### src/rtl/mhp_pkg.sv
// Constants shared by the modem host register port and its serial engine.
// Assumes a single 125 MHz system clock and synchronous reset.
package mhp_pkg;
  // Register addresses
  localparam logic [2:0] ADDR_LINE_CONTROL = 3'h0;
  localparam logic [2:0] ADDR_HOST_CONTROL = 3'h1;
  localparam logic [2:0] ADDR_DETECT_STATUS = 3'h2;
  localparam logic [2:0] ADDR_TONE_CONTROL = 3'h3;
  localparam logic [2:0] ADDR_RSVD_CONTROL_A = 3'h4;
  localparam logic [2:0] ADDR_RSVD_CONTROL_B = 3'h5;
  localparam logic [2:0] ADDR_PART_CODE = 3'h6;
  // Reset values; part code is arbitrary
  localparam logic [7:0] CTRL_RESET_VAL = 8'h00;
  localparam logic [7:0] PART_CODE_VAL = 8'h5a;
  // Field positions
  localparam int LC_TXMODE_LSB = 2;
  localparam int LC_FSK_BIT = 5;
  localparam int LC_RATE600_BIT = 7;
  localparam int HC_SRST_BIT = 2;
  localparam int HC_CLK_CTRL_BIT = 3;
  localparam int HC_INT_EN_BIT = 5;
  localparam int DET_CARRIER_BIT = 3;
  // Transmit timing modes
  localparam logic [3:0] TXM_POWER_DOWN = 4'h0;
  localparam logic [3:0] TXM_EXT_SYNC = 4'h2;
  localparam logic [3:0] TXM_SLAVE = 4'h3;
  // Synchroniser vector layout and idle value
  localparam int SY_SERIAL = 15;
  localparam int SY_ALE = 14;
  localparam int SY_CS_N = 13;
  localparam int SY_RD_N = 12;
  localparam int SY_WR_N = 11;
  localparam int SY_EXT = 10;
  localparam int SY_SDATA = 9;
  localparam int SY_TXD = 8;
  localparam logic [15:0] SYNC_IDLE = 16'h7d00;
  // Clock output timing
  localparam int SYS_CLK_HZ = 125_000_000;
  localparam int XTAL_HZ = 11_059_200;
  localparam int DATA_RATE_HZ = 1200;
  localparam int XTAL_HALF_CYC = SYS_CLK_HZ / (2 * XTAL_HZ);
  localparam int BAUD16_HALF_CYC = SYS_CLK_HZ / (2 * 16 * DATA_RATE_HZ);
  localparam logic [12:0] XTAL_HALF_CNT = 13'(XTAL_HALF_CYC - 1);
  localparam logic [12:0] BAUD16_HALF_CNT = 13'(BAUD16_HALF_CYC - 1);
  localparam logic [12:0] BAUD16_HALF600_CNT = 13'(2 * BAUD16_HALF_CYC - 1);
  // Serial engine states
  typedef enum logic [1:0] {S_IDLE = 2'b00, S_IN = 2'b01, S_OUT = 2'b11} mhp_ser_st_e;
endpackage : mhp_pkg

### src/rtl/mhp_ser_if.sv
// Link between the register port and its serial command engine.
// Assumes both ends run on the system clock; pulses last one cycle.
`timescale 1ns/1ns
interface mhp_ser_if;
  logic en;
  logic ext_fall;
  logic rd_fall;
  logic wr_rise;
  logic rd_n;
  logic din;
  logic [7:0] rdata;
  logic dout;
  logic oe_n;
  logic wr_stb;
  logic [7:0] wdata;
  modport host (output en, ext_fall, rd_fall, wr_rise, rd_n, din, rdata, input dout, oe_n, wr_stb, wdata);
  modport port (input en, ext_fall, rd_fall, wr_rise, rd_n, din, rdata, output dout, oe_n, wr_stb, wdata);
endinterface : mhp_ser_if

### src/rtl/mhp_serial_port.sv
// Serial command engine: shifts register data in and out on external clock falls.
// Assumes synchronised pins and edge pulses from the register port.
`timescale 1ns/1ns
module mhp_serial_port
  import mhp_pkg::*;
(
  input wire logic clk_i,
  input wire logic rst_i,
  mhp_ser_if.port sp
);
  mhp_ser_st_e st_q, st_d;
  logic [7:0] sh_q, sh_d;

  ////////////////////////////////////////////////////////////////////////////
  always_comb begin
    st_d = st_q;
    sh_d = sh_q;
    if (!sp.en) begin
      st_d = S_IDLE;
    end else if (sp.rd_fall) begin
      sh_d = sp.rdata;
      st_d = S_OUT;
    end else if (st_q == S_OUT) begin
      if (sp.rd_n) begin
        st_d = S_IN;
      end else if (sp.ext_fall) begin
        sh_d = {1'b0, sh_q[7:1]};
      end
    end else begin
      st_d = S_IN;
      if (sp.ext_fall && sp.rd_n) begin
        sh_d = {sp.din, sh_q[7:1]};
      end
    end
  end

  always_ff @(posedge clk_i) begin
    if (rst_i) begin
      st_q <= S_IDLE;
      sh_q <= CTRL_RESET_VAL;
    end else begin
      st_q <= st_d;
      sh_q <= sh_d;
    end
  end

  assign sp.dout = sh_q[0];
  assign sp.oe_n = ~(sp.en && st_q == S_OUT && !sp.rd_n);
  assign sp.wr_stb = sp.en && sp.wr_rise && sp.rd_n;
  assign sp.wdata = sh_q;
endmodule : mhp_serial_port

### src/rtl/mhp_host_port.sv
// Modem host register port: parallel and serial register access, clock and data pins.
// Assumes the modem core supplies detect status, receive clock and data on SYS_CLK_I.
`timescale 1ns/1ns
module mhp_host_port
  import mhp_pkg::*;
(
  input wire logic SYS_CLK_I,
  input wire logic RST_I,
  input wire logic SERIAL_MODE_I,
  input wire logic ALE_I,
  input wire logic CS_N_I,
  input wire logic RD_N_I,
  input wire logic WR_N_I,
  input wire logic [7:0] MUXED_BUS_LINES_I,
  output logic [7:0] MUXED_BUS_LINES_O,
  output logic MUXED_BUS_LINES_OE_N_O,
  input wire logic SER_DATA_I,
  output logic SER_DATA_O,
  output logic SER_DATA_OE_N_O,
  input wire logic EXT_TIMING_CLOCK_I,
  input wire logic TXD_I,
  output logic TX_BIT_CLOCK_O,
  output logic TX_DATA_O,
  output logic TX_DATA_STB_O,
  input wire logic [5:0] DET_STATUS_I,
  input wire logic RX_CLK_CORE_I,
  input wire logic RX_DATA_CORE_I,
  output logic RX_BIT_CLOCK_O,
  output logic RXD_O,
  output logic INT_O,
  output logic INT_OE_N_O,
  output logic CLK_O,
  output logic [7:0] LINE_CONTROL_O,
  output logic [7:0] TONE_CONTROL_O,
  output logic ANSWER_MODE_O
);
  import mhp_pkg::*;

  function automatic logic fell(input logic now, input logic was);
    return was & ~now;
  endfunction : fell

  function automatic logic rose(input logic now, input logic was);
    return now & ~was;
  endfunction : rose

  ////////////////////////////////////////////////////////////////////////////
  // Pin synchronisers
  logic [15:0] s1_q, s2_q, p_q;
  logic serial, ale_fall, rd_fall, wr_rise, ext_fall, ext_rise;
  logic [7:0] bus_s, bus_p;

  always_ff @(posedge SYS_CLK_I) begin
    if (RST_I) begin
      s1_q <= SYNC_IDLE;
      s2_q <= SYNC_IDLE;
      p_q <= SYNC_IDLE;
    end else begin
      s1_q <= {SERIAL_MODE_I, ALE_I, CS_N_I, RD_N_I, WR_N_I, EXT_TIMING_CLOCK_I, SER_DATA_I, TXD_I, MUXED_BUS_LINES_I};
      s2_q <= s1_q;
      p_q <= s2_q;
    end
  end

  assign serial = s2_q[SY_SERIAL];
  assign bus_s = s2_q[7:0];
  assign bus_p = p_q[7:0];
  assign ale_fall = fell(s2_q[SY_ALE], p_q[SY_ALE]);
  assign rd_fall = fell(s2_q[SY_RD_N], p_q[SY_RD_N]);
  assign wr_rise = rose(s2_q[SY_WR_N], p_q[SY_WR_N]);
  assign ext_fall = fell(s2_q[SY_EXT], p_q[SY_EXT]);
  assign ext_rise = rose(s2_q[SY_EXT], p_q[SY_EXT]);

  ////////////////////////////////////////////////////////////////////////////
  // Register bank
  logic [2:0] alat_q, alat_d;
  logic cs_lat_q, cs_lat_d;
  logic [7:0] lc_q, lc_d, hc_q, hc_d, tc_q, tc_d, bus_o_q, bus_o_d;
  logic [5:0] det_q, det_d;
  logic irq_q, irq_d;
  logic par_wr, par_rd, wr_en, rd_det, det_chg;
  logic [2:0] waddr;
  logic [7:0] wdata;
  mhp_ser_if sif ();

  function automatic logic [7:0] rd_mux(input logic [2:0] a, input logic [7:0] lc, input logic [7:0] hc,
                                        input logic [5:0] det, input logic [7:0] tc);
    if (a == ADDR_LINE_CONTROL) begin
      return lc;
    end else if (a == ADDR_HOST_CONTROL) begin
      return hc;
    end else if (a == ADDR_DETECT_STATUS) begin
      return {2'h0, det};
    end else if (a == ADDR_TONE_CONTROL) begin
      return tc;
    end else if (a == ADDR_PART_CODE) begin
      return PART_CODE_VAL;
    end else begin
      return 8'h00;
    end
  endfunction : rd_mux

  assign par_wr = !serial && cs_lat_q && wr_rise;
  assign par_rd = !serial && cs_lat_q && rd_fall;
  assign wr_en = par_wr || sif.wr_stb;
  assign waddr = serial ? bus_s[2:0] : alat_q;
  assign wdata = serial ? sif.wdata : bus_p;
  assign rd_det = (par_rd && alat_q == ADDR_DETECT_STATUS) || (serial && rd_fall && bus_s[2:0] == ADDR_DETECT_STATUS);
  assign det_chg = det_q[4:1] != DET_STATUS_I[4:1];

  always_comb begin
    alat_d = alat_q;
    cs_lat_d = cs_lat_q;
    lc_d = lc_q;
    hc_d = hc_q;
    tc_d = tc_q;
    det_d = DET_STATUS_I;
    irq_d = irq_q;
    if (ale_fall) begin
      alat_d = bus_s[2:0];
      cs_lat_d = !s2_q[SY_CS_N];
    end
    if (hc_q[HC_SRST_BIT]) begin
      lc_d = CTRL_RESET_VAL;
      hc_d = CTRL_RESET_VAL;
      tc_d = CTRL_RESET_VAL;
    end else if (wr_en) begin
      if (waddr == ADDR_LINE_CONTROL) begin
        lc_d = wdata;
      end else if (waddr == ADDR_HOST_CONTROL) begin
        hc_d = wdata;
      end else if (waddr == ADDR_TONE_CONTROL) begin
        tc_d = wdata;
      end
    end
    if (det_chg && hc_q[HC_INT_EN_BIT]) begin
      irq_d = 1'b1;
    end else if (rd_det) begin
      irq_d = 1'b0;
    end
    bus_o_d = rd_mux(alat_q, lc_q, hc_q, det_q, tc_q);
  end

  always_ff @(posedge SYS_CLK_I) begin
    if (RST_I) begin
      alat_q <= 3'h0;
      cs_lat_q <= 1'b0;
      lc_q <= CTRL_RESET_VAL;
      hc_q <= CTRL_RESET_VAL;
      tc_q <= CTRL_RESET_VAL;
      det_q <= 6'h00;
      irq_q <= 1'b0;
      bus_o_q <= 8'h00;
    end else begin
      alat_q <= alat_d;
      cs_lat_q <= cs_lat_d;
      lc_q <= lc_d;
      hc_q <= hc_d;
      tc_q <= tc_d;
      det_q <= det_d;
      irq_q <= irq_d;
      bus_o_q <= bus_o_d;
    end
  end

  assign MUXED_BUS_LINES_O = bus_o_q;
  assign MUXED_BUS_LINES_OE_N_O = ~(!serial && cs_lat_q && !s2_q[SY_RD_N]);
  assign INT_O = 1'b0;
  assign INT_OE_N_O = ~irq_q;
  assign LINE_CONTROL_O = lc_q;
  assign TONE_CONTROL_O = tc_q;
  assign ANSWER_MODE_O = !lc_q[0];

  ////////////////////////////////////////////////////////////////////////////
  // Serial command engine
  assign sif.en = serial;
  assign sif.ext_fall = ext_fall;
  assign sif.rd_fall = rd_fall;
  assign sif.wr_rise = wr_rise;
  assign sif.rd_n = s2_q[SY_RD_N];
  assign sif.din = s2_q[SY_SDATA];
  assign sif.rdata = rd_mux(bus_s[2:0], lc_q, hc_q, det_q, tc_q);

  mhp_serial_port u_ser (
    .clk_i(SYS_CLK_I),
    .rst_i(RST_I),
    .sp(sif.port)
  );

  assign SER_DATA_O = sif.dout;
  assign SER_DATA_OE_N_O = sif.oe_n;

  ////////////////////////////////////////////////////////////////////////////
  // Clocks and data pins
  logic [12:0] xcnt_q, xcnt_d, bcnt_q, bcnt_d;
  logic [3:0] tcnt_q, tcnt_d;
  logic xclk_q, xclk_d, bclk_q, bclk_d, txc_q, txc_d, txd_q, txd_d, stb_q, stb_d;
  logic rxc_q, rxc_d, rxd_q, rxd_d, rxp_q, dpsk;
  logic [12:0] bhalf;
  logic [3:0] txm;

  assign txm = lc_q[LC_TXMODE_LSB +: 4];
  assign dpsk = !lc_q[LC_FSK_BIT] && txm != TXM_POWER_DOWN;
  assign bhalf = lc_q[LC_RATE600_BIT] ? BAUD16_HALF600_CNT : BAUD16_HALF_CNT;

  always_comb begin
    xcnt_d = xcnt_q + 13'h1;
    xclk_d = xclk_q;
    bcnt_d = bcnt_q + 13'h1;
    bclk_d = bclk_q;
    tcnt_d = tcnt_q;
    if (xcnt_q >= XTAL_HALF_CNT) begin
      xcnt_d = 13'h0;
      xclk_d = !xclk_q;
    end
    if (bcnt_q >= bhalf) begin
      bcnt_d = 13'h0;
      bclk_d = !bclk_q;
      tcnt_d = tcnt_q + {3'h0, !bclk_q};
    end
    if (txm == TXM_EXT_SYNC) begin
      txc_d = s2_q[SY_EXT];
    end else if (txm == TXM_SLAVE) begin
      txc_d = rxc_q;
    end else begin
      txc_d = tcnt_q[3];
    end
    txd_d = txd_q;
    stb_d = 1'b0;
    if ((txm == TXM_EXT_SYNC) ? ext_rise : rose(txc_d, txc_q)) begin
      txd_d = s2_q[SY_TXD];
      stb_d = 1'b1;
    end
    rxc_d = DET_STATUS_I[DET_CARRIER_BIT] ? RX_CLK_CORE_I : 1'b1;
    rxd_d = rxd_q;
    if (!DET_STATUS_I[DET_CARRIER_BIT]) begin
      rxd_d = 1'b1;
    end else if (fell(RX_CLK_CORE_I, rxp_q)) begin
      rxd_d = RX_DATA_CORE_I;
    end
  end

  always_ff @(posedge SYS_CLK_I) begin
    if (RST_I) begin
      xcnt_q <= 13'h0;
      xclk_q <= 1'b0;
      bcnt_q <= 13'h0;
      bclk_q <= 1'b0;
      tcnt_q <= 4'h0;
      txc_q <= 1'b0;
      txd_q <= 1'b1;
      stb_q <= 1'b0;
      rxc_q <= 1'b1;
      rxd_q <= 1'b1;
      rxp_q <= 1'b1;
    end else begin
      xcnt_q <= xcnt_d;
      xclk_q <= xclk_d;
      bcnt_q <= bcnt_d;
      bclk_q <= bclk_d;
      tcnt_q <= tcnt_d;
      txc_q <= txc_d;
      txd_q <= txd_d;
      stb_q <= stb_d;
      rxc_q <= rxc_d;
      rxd_q <= rxd_d;
      rxp_q <= RX_CLK_CORE_I;
    end
  end

  assign CLK_O = (hc_q[HC_CLK_CTRL_BIT] && dpsk) ? bclk_q : xclk_q;
  assign TX_BIT_CLOCK_O = txc_q;
  assign TX_DATA_O = txd_q;
  assign TX_DATA_STB_O = stb_q;
  assign RX_BIT_CLOCK_O = rxc_q;
  assign RXD_O = rxd_q;
endmodule : mhp_host_port

### config.mk
export PLATFORM = sky130hd
export DESIGN_NAME = mhp_host_port
export DESIGN_NICKNAME = d
export VERILOG_FILES = /design/src/rtl/mhp_pkg.sv /design/src/rtl/mhp_ser_if.sv /design/src/rtl/mhp_serial_port.sv /design/src/rtl/mhp_host_port.sv
export SDC_FILE = /design/constraint.sdc
export NUM_CORES = 1
export LEC_CHECK = 0
export BUFFER_PORTS_ARGS = -buffer_cell sky130_fd_sc_hd__buf_2
export CAP_MARGIN = 20
export CORE_ASPECT_RATIO = 1.5
export CORE_MARGIN = 3
export CORE_UTILIZATION = 52
export DETAILED_ROUTE_END_ITERATION = 8
export GPL_TIMING_DRIVEN = 0
export PLACE_DENSITY = 0.75
export SYNTH_ARGS = -nofsm -noshare
export SYNTH_HDL_FRONTEND = slang
export SYNTH_SLANG_ARGS = --single-unit
### constraint.sdc
create_clock -name SYS_CLK_I -period 2.06 [get_ports SYS_CLK_I]
set_input_delay 0.412 -clock SYS_CLK_I [delete_from_list [all_inputs] [get_ports SYS_CLK_I]]
set_output_delay 0.412 -clock SYS_CLK_I [all_outputs]
set_load 0.01 [all_outputs]
Yosys cells after proc, flatten, opt, wreduce, memory -nomap -nowiden:

Cells that the tools add are included.

* bits in registers: 138
* bits of input ports: 26
* output and inout bits: 36
* word-level logic and storage cells: 137

* add/sub/neg operators: 3
* order comparisons: 2
* equality and inequality tests: 17
* muxes and demuxes: 28
* bitwise logic cells: 22
* reduce and logical (&&, ||, !) cells: 40

Operators with widths (number)
* $mux 8: 14
* $add 13x1->13 const B: 2
* $eq 3x2->1 const B: 5
* $logic_and 1x1->1: 15
* $not 1->1: 15
* $mux 7: 2
* $ge 13x13->1: 1
* $ge 13x3->1 const B: 1
* $mux 13: 1
* $reduce_or 2->1: 5
* $eq 3x1->1 const B: 3
* $logic_not 3->1: 3
* $eq 4x2->1 const B: 2
* $reduce_and 4->1: 2
* $and 1x1->1: 7
* $logic_not 1->1: 7
* $mux 1: 7
* $eq 3x3->1 const B: 2
* $mux 2: 3
* $ne 3x3->1 const B: 2
* $reduce_or 5->1: 1
* $add 4x1->4: 1
* $ne 4x4->1: 1
* $reduce_bool 4->1: 1
* other kinds (8): 9

Depth between registers and ports, before layout:

Gate-level depths: netlist of run 1.

* depth in word-level cells: 7
* gate-level depth with buffers: 8
* gate-level depth less buffers: 7

Modules after synthesis:

Synthesis of run 1 repeated with hierarchy kept, for this count alone.

* cell total of the unflattened synthesis: 558
* area total of the unflattened synthesis: 5501.5 um^2

By module, submodules not included
* mhp_host_port: times used 1, cells each 494, area an instance 4926.0 um^2, seq. area each 2502.4 um^2
* mhp_serial_port: times used 1, cells each 64, area an instance 575.6 um^2, seq. area each 200.2 um^2

Least setup slack after synthesis of run 1:

No wires, ideal clock.

* kind: reg-to-reg
* from: register lc_q[7], in the netlist LINE_CONTROL_O[7]
* to: register tcnt_q[2]
* library setup time: 0.123 ns
* data arrival time: 2.044 ns
* data required time: 1.937 ns
* path slack: -0.107 ns
* cell stages (with the launch flop): 8
* buffers on the path: 0
* clock period less this slack: 2.167 ns
* cell sequence: dfxtp_1 -> inv_1 -> ha_1 -> nand3_2 -> or3_1 -> a21o_1 -> a31oi_1 -> mux2_1

* cells in the longest elaborated chain, start to end: 2

RTL lines
* start, declared: RTL line mhp_host_port.sv:78 `logic [7:0] lc_q, lc_d, hc_q, hc_d, tc_q, tc_d, bus_o_q, bus_o_d;`
* start signal, assigned: RTL line mhp_host_port.sv:157 `lc_q <= lc_d;`
* $mux 13: RTL line mhp_host_port.sv:204 `assign bhalf = lc_q[LC_RATE600_BIT] ? BAUD16_HALF600_CNT : BAUD16_HALF_CNT;`
* $ge 13x13->1: RTL line mhp_host_port.sv:216 `if (bcnt_q >= bhalf) begin`
* end signal, assigned: RTL line mhp_host_port.sv:261 `tcnt_q <= tcnt_d;`
* end, declared: RTL line mhp_host_port.sv:196 `logic [3:0] tcnt_q, tcnt_d;`

Every way passes these cells.
A chain may end at the register's enable or synchronous reset.

Worst setup path in the final report of run 1:

* from: register lc_q[7], in the netlist LINE_CONTROL_O[7]
* to: register tcnt_q[3]

Same word-level chain as after synthesis.

==> results of run 1 <==
==> cell usage in the layout (no fill, tap or decap), types with 5 or more instances in the layout <==
cell | synthesis | routed
xnor2_1 | 5 | 5
nand2b_1 | 17 | 17
nand4b_1 | 5 | 5
nand2_1 | 16 | 16
a21oi_1 | 28 | 28
buf_4 | 4 | 8
dfxtp_1 | 135 | 134
mux2_2 | 9 | 9
clkbuf_1 | 19 | 19
o211ai_1 | 5 | 5
ha_1 | 14 | 9
nor2_1 | 55 | 55
nor2b_1 | 43 | 43
a211oi_1 | 25 | 25
or2_2 | 19 | 19
inv_1 | 12 | 11
a22oi_1 | 5 | 5
nor3_1 | 8 | 8
clkbuf_16 | 0 | 17
nand3_1 | 8 | 8
xor2_1 | 12 | 12
conb_1 | 1 | 11
buf_2 | 8 | 68
mux2i_1 | 17 | 17
or3_1 | 8 | 7
ha_4 | 0 | 5
==> metrics by stage <==
stage          std cells  util (%)  area [sq um]
6_report             796      67.2          6840
3_3_place_gp         759      58.9          6000
4_1_cts              794      66.2          6750
5_1_grt              796      67.2          6840
2_1_floorplan        558         -          5530
3_5_place_dp         759      58.9          6000
==> registers in the layout, indices dropped and copies added, names as in the netlist, 2 cells and up <==
register           count
LINE_CONTROL_O         8
MUXED_BUS_LINES_O      8
TONE_CONTROL_O         8
alat_q                 3
bcnt_q                13
det_q                  6
hc_q                   8
p_q                   12
s1_q                  16
s2_q                  16
tcnt_q                 4
u_ser.sp.wdata         8
u_ser.st_q             2
xcnt_q                13
==> logic make-up after synthesis <==
group	count (synthesis)	share of synthesized area [%]
AO/OA/AOI/OAI	99	13.1
XOR/XNOR	17	2.71
adder cells (fa/ha/maj)	14	3.19
buffers and inverters	46	4.01
flip-flops	135	49.2
multiplexers	31	6.59
other	1	0.0683
AND/OR/NAND/NOR	205	21.1
==> path summary, 6_finish.rpt <==
| check | start | to | slack, ns |
|---|---|---|---|
| worst max-delay path | LINE_CONTROL_O[7]$_SDFFE_PP0P_ | tcnt_q[3]$_SDFFE_PP0P_ | -0.05 |
| worst min register to register | s1_q[10]$_SDFF_PP1_ | s2_q[10]$_SDFF_PP1_ | 0.41 |
| worst max register to register | LINE_CONTROL_O[7]$_SDFFE_PP0P_ | tcnt_q[3]$_SDFFE_PP0P_ | -0.05 |
| worst min-delay path | ALE_I | s1_q[14]$_SDFF_PP1_ | 0.18 |
==> final cells by class <==
cell class,count,area share (%)
clock inverters,11,2.47
inverters,12,0.768
repair buffers,65,4.99
plain buffers,34,2.56
multi-input cells,377,40.1
clock buffers,21,7.02
flip-flops and latches,135,39.5
well taps,141,2.58
==> power by group through the flow <==
stage	Sequential, mW	Clock [mW]	Combinational (mW)
after global placement	2.78	0	0.255
after CTS	2.72	3.28	0.270
final	2.72	3.26	0.276
after global routing	2.73	3.38	0.304
after detailed placement	2.78	0	0.262
after floorplan	2.77	0	0.174
==> timing repair <==
| item | CTS | global route |
|---|---|---|
| setup buffers | 3 | 2 |
| gates cloned | 0 | 0 |
| endpoints found under the setup margin | 19 | 14 |
| pin swaps | 2 | 4 |
| gates resized for setup | 11 | 13 |
==> per-layer routing <==
layer  vias up  routed length [microns]
li1       2093                        -
met1      2119                     5080
met5         -                        0
met4         0                      825
met3        65                      696
met2       177                     7430
==> critical path, cell delays in order (launching register included) <==
cell	delay, ns
dfxtp_4	0.40
buf_6	0.14
ha_4	0.27
nand2_1	0.05
or3_4	0.38
a21o_4	0.26
a31oi_4	0.18
mux2_4	0.31
==> impl_metrics.ini, run 1 <==
[detailed_routing]
drtIter0Drc = 221
viasPerCell = 5.60
wl_mm = 14.0
vias = 4454
avgRoutedWirePerCell_microns = 17.6
drt_first_pass_iters = 5
drtAntennaViolNets = 0
drcViolationCount = 0

[clock_tree]
ctsHoldBuffers = 0
ctsRootBufferMaster = clkbuf_16
cts_tree = built
cts.path.max_buffers = 2
clk_pin_slew_ns = 0.06
cts_sinks = 135
numCtsBuffers = 17
clkLatencyLatePin_ns = 0.41
htreeDepth = 4

[power]
power_leakage_nw = 2.63
peakVddDrop_v = 0.000738
seq_power_share_pct = 43.5
finalPower_mw = 6.26
clockPowerShare_pct = 52.1
power_density_nw_per_um2 = 915
p_switching_mw = 1.31
power_frac_comb_pct = 4.4
switching_share_pct = 20.9
p_int_mw = 4.95

[floorplan]
io_pins = 62
die_w_microns = 89.9
initial_utilization_pct = 53.9
rows = 45
dieArea_sq_um = 11900
core_area_sq_um = 10200
dieHeight_microns = 132

[grt]
antenna_found_initial = 0
grt-ovfl-total = 0
busiest_layer = met2
grt_pass1_vias = 4567
use_met1_pct = 23.5
grt_pass1_wl_mm = 22.2
grtUsageTotal_pct = 23.7
grt_start_max_net_pins = 17
grt_util_met2_pct = 43.1
grt_use_met3_pct = 5.37

[yosys]
ys_seq_area_share_pct = 49.2
yosysTopAreaCellShare_pct = 49.2
synth-seq-cells = 135
synth_flop_cell = dfxtp_1
yosys-top-cells-count = 135 x dfxtp_1, 55 x nor2_1, 43 x nor2b_1
synth_enable_flop_cells = 0
async_reset_ff_share_pct = 0
netlist-cell-type-count = 62
synth.most_common_cell = dfxtp_1
syn_avg_cell_area_sq_um = 10.0
synthTopCellsByArea = dfxtp_1 49%, nor2b_1 4.9%, nor2_1 3.8%
ys_warn_count = 0
syn-cell-area_sq_um = 5490
synthCells = 548
synth_top_area_cell = dfxtp_1

[final_layout]
seqCellArea_sq_um = 2710
num_antenna_cells = 0
fillers = 772
drive_above_1_share_pct = 26.0
syn2layout_area_growth_pct = 24.7
layout.nets = 682
multi_input_area_sq_um = 2740

[critical_path]
reg2regPathDepth = 7
start_kind = flop
crit_path_end_kind = flop
required_ns = 2.35
worst_ep_arrival_time_ns = 2.40
critical_path.max_fanout = 6
crit_type = flop to flop

[timing]
setup_viol = 2
fin_crit_ns = 2.11
post-route-period-util_pct = 102
max_freq_mhz = 475
drv_slew = 0
skew_ns = 0.00391
hold-worst-slack_ns = 0.183
worst_pin_slew_ns = 0.668
rsz0062_at_grt = true
fin_ws_ns = -0.0465
relSlewSlack_pct = 55.5
finalHoldViolCount = 0
tns_ns = -0.0728

[job]
maxCapViolCount = 0

[place]
place.gp.congestion = 1.00
io_buffers = 60
dp_hpwl_mm = 9.75
post-place-ws_ns = -0.223

[status]
outcome = finished, violations left
violations = setup timing

[worst_hold_path]
hold_path.class = primary input to flop
hold_depth = 2
Note: power is estimated with default switching activity, not from simulation.
==> run 2, diff against run 1 <==
--- a/config.mk
+++ b/config.mk
@@ -12,7 +12,7 @@
 export CORE_UTILIZATION = 52
 export DETAILED_ROUTE_END_ITERATION = 8
 export GPL_TIMING_DRIVEN = 0
-export PLACE_DENSITY = 0.75
+export PLACE_DENSITY_LB_ADDON = 0.2
 export SYNTH_ARGS = -nofsm -noshare
 export SYNTH_HDL_FRONTEND = slang
 export SYNTH_SLANG_ARGS = --single-unit
==> run 2 against run 1 <==
  * Die area stayed put
  * Critical path type unchanged
  * The run still ends with setup timing left
  * Largest power group unchanged
  * Clock skew is 0.0047 ns higher
  * Critical path depth stayed put
  * Total power down 1.4%
==> impl_metrics.ini, run 2 (synthesis results as in run 1) <==
[final_layout]
num_antenna_cells = 0
seqCellArea_sq_um = 2710
multi_input_area_sq_um = 2750
syn2layout_area_growth_pct = 24.5
reg.largest.list = s1_q: 16 flops, s2_q: 16 flops
fillers = 783
final_common_cell = dfxtp_1
drive_above_1_share_pct = 26.4
layout_common_cells = 134 x dfxtp_1, 68 x buf_2, 50 x nor2_1
layout.nets = 684

[grt]
grt_start_max_net_pins = 17
grt_pass1_wl_mm = 22.4
grt_pass1_vias = 4427
antenna_found_initial = 0
grt-ovfl-total = 0
grtUsageTotal_pct = 24.1

[timing]
fin_ws_ns = -0.0710
relSlewSlack_pct = 54.7
finalHoldViolCount = 0
skew_ns = 0.00864
drv_slew = 0
rsz0062_at_grt = true
post-route-period-util_pct = 103
tns_ns = -0.152
fin_crit_ns = 2.13
worst_pin_slew_ns = 0.676
max_freq_mhz = 469
setup_viol = 8

[clock_tree]
clkLatencyLatePin_ns = 0.41
cts.path.max_buffers = 2
ctsRootBufferMaster = clkbuf_16
cts_sinks = 135
clk_pin_slew_ns = 0.06
numCtsBuffers = 17
cts_tree = built
htreeDepth = 4

[detailed_routing]
wl_mm = 14.1
viasPerCell = 5.51
drt_first_pass_iters = 4
drtAntennaViolNets = 0
drtIter0Drc = 262
avgRoutedWirePerCell_microns = 17.7
vias = 4382
drcViolationCount = 0

[critical_path]
crit_buf_inv = 1
rr_startpoint = LINE_CONTROL_O[7]$_SDFFE_PP0P_
crit_path_top_delay_cell = dfxtp_4
critical_path.max_fanout = 6
worst_ep_arrival_time_ns = 2.42
r2r_end = tcnt_q[2]$_SDFFE_PP0P_
crit_chain = buf_6 > ha_4 > nand4_1 > or3_4 > a21o_4 > a31oi_4 > mux2_4
required_ns = 2.35
reg2regPathDepth = 7
cp_top_family = simple AND/OR/NAND/NOR gates
crit_path_end_kind = flop
critPathMaxStageDelay_ns = 0.38
start_kind = flop
reg2reg_setup_slack_ns = -0.07
crit_type = flop to flop

[floorplan]
rows = 45
dieArea_sq_um = 11900
die_w_microns = 89.9
io_pins = 62
dieHeight_microns = 132
initial_utilization_pct = 53.9
core_area_sq_um = 10200

[status]
outcome = finished, violations left
violations = setup timing

[place]
post-place-ws_ns = -0.198
dp_hpwl_mm = 9.94
place.gp.congestion = 0.967
io_buffers = 60

[worst_hold_path]
hold_depth = 2
hold_path.class = primary input to flop
hold_start = ALE_I
min_delay_worst_endpoint = s1_q[14]$_SDFF_PP1_

[power]
power_density_nw_per_um2 = 904
peakVddDrop_v = 0.000605
power_leakage_nw = 2.62

[job]
maxCapViolCount = 0
run 2: cell count changes in the layout (fill, tap and decap cells not counted), moves of 2 or more:
cell / previous run / this run
nor2_2: 0 / 4
clkinvlp_4: 4 / 1
clkbuf_1: 19 / 21
nor2_1: 55 / 50
run 2: area by class of cell:
class,count,area share (%)
Tap cell,141,2.58
Inverter,12,0.696
Clock inverter,8,2.14
Multi-Input combinational cell,377,40.2
Clock buffer,22,6.94
Buffer,34,2.56
Timing Repair Buffer,67,5.27
Sequential cell,135,39.6
run 2: worst max-delay path by stage:
stage,start,end,slack (ns),cells past startpoint
finish,LINE_CONTROL_O[7]$_SDFFE_PP0P_,tcnt_q[2]$_SDFFE_PP0P_,-0.07,7
global placement,LINE_CONTROL_O[7]$_SDFFE_PP0P_,tcnt_q[3]$_SDFFE_PP0P_,-0.20,7
floorplan,LINE_CONTROL_O[7]$_SDFFE_PP0P_,tcnt_q[2]$_SDFFE_PP0P_,0.03,7
detailed placement,LINE_CONTROL_O[7]$_SDFFE_PP0P_,tcnt_q[3]$_SDFFE_PP0P_,-0.20,7
CTS,LINE_CONTROL_O[7]$_SDFFE_PP0P_,tcnt_q[2]$_SDFFE_PP0P_,-0.02,7
global route,LINE_CONTROL_O[7]$_SDFFE_PP0P_,tcnt_q[2]$_SDFFE_PP0P_,-0.12,7
run 2: routing by layer:
| metal | part of all wire, % | GRT usage, % |
|---|---|---|
| met5 | 0 | 0 |
| met4 | 5.4 | 15.1 |
| met3 | 4.6 | 5.83 |
| met2 | 53 | 43.6 |
| met1 | 37 | 24.7 |
run 2: through the flow:
stage          instance area, sq um  total power, mW  hold WS (ns)  util, %  std cells
2_1_floorplan                  5530             2.94         0.389        -        558
3_3_place_gp                   6000             3.04         0.393     58.9        759
3_5_place_dp                   6000             3.04         0.397     58.9        759
4_1_cts                        6740             6.19         0.174     66.1        793
5_1_grt                        6830             6.35         0.175     67.0        796
6_report                       6830             6.18         0.186     67.0        796
run 2: power breakdown:
group | leakage, nW | switching (mW) | internal, mW | total, mW
Sequential | 1.10 | 0.0422 | 2.68 | 2.72
Combinational | 1.21 | 0.157 | 0.121 | 0.278
Clock | 0.302 | 1.07 | 2.11 | 3.17
Total | 2.62 | 1.27 | 4.91 | 6.18
run 2: what timing repair did:
item,CTS,global route
gates resized for setup,12,15
pin swaps,3,8
setup endpoints to repair,18,12
gates cloned,0,1
hold buffers,0,0
buffers inserted,4,2
run 2: worst reg2reg max path: stages (launching register included):
cell and delay (ns):
dfxtp_4 0.38, buf_6 0.15, ha_4 0.26, nand4_1 0.14
or3_4 0.36, a21o_4 0.24, a31oi_4 0.17, mux2_4 0.31
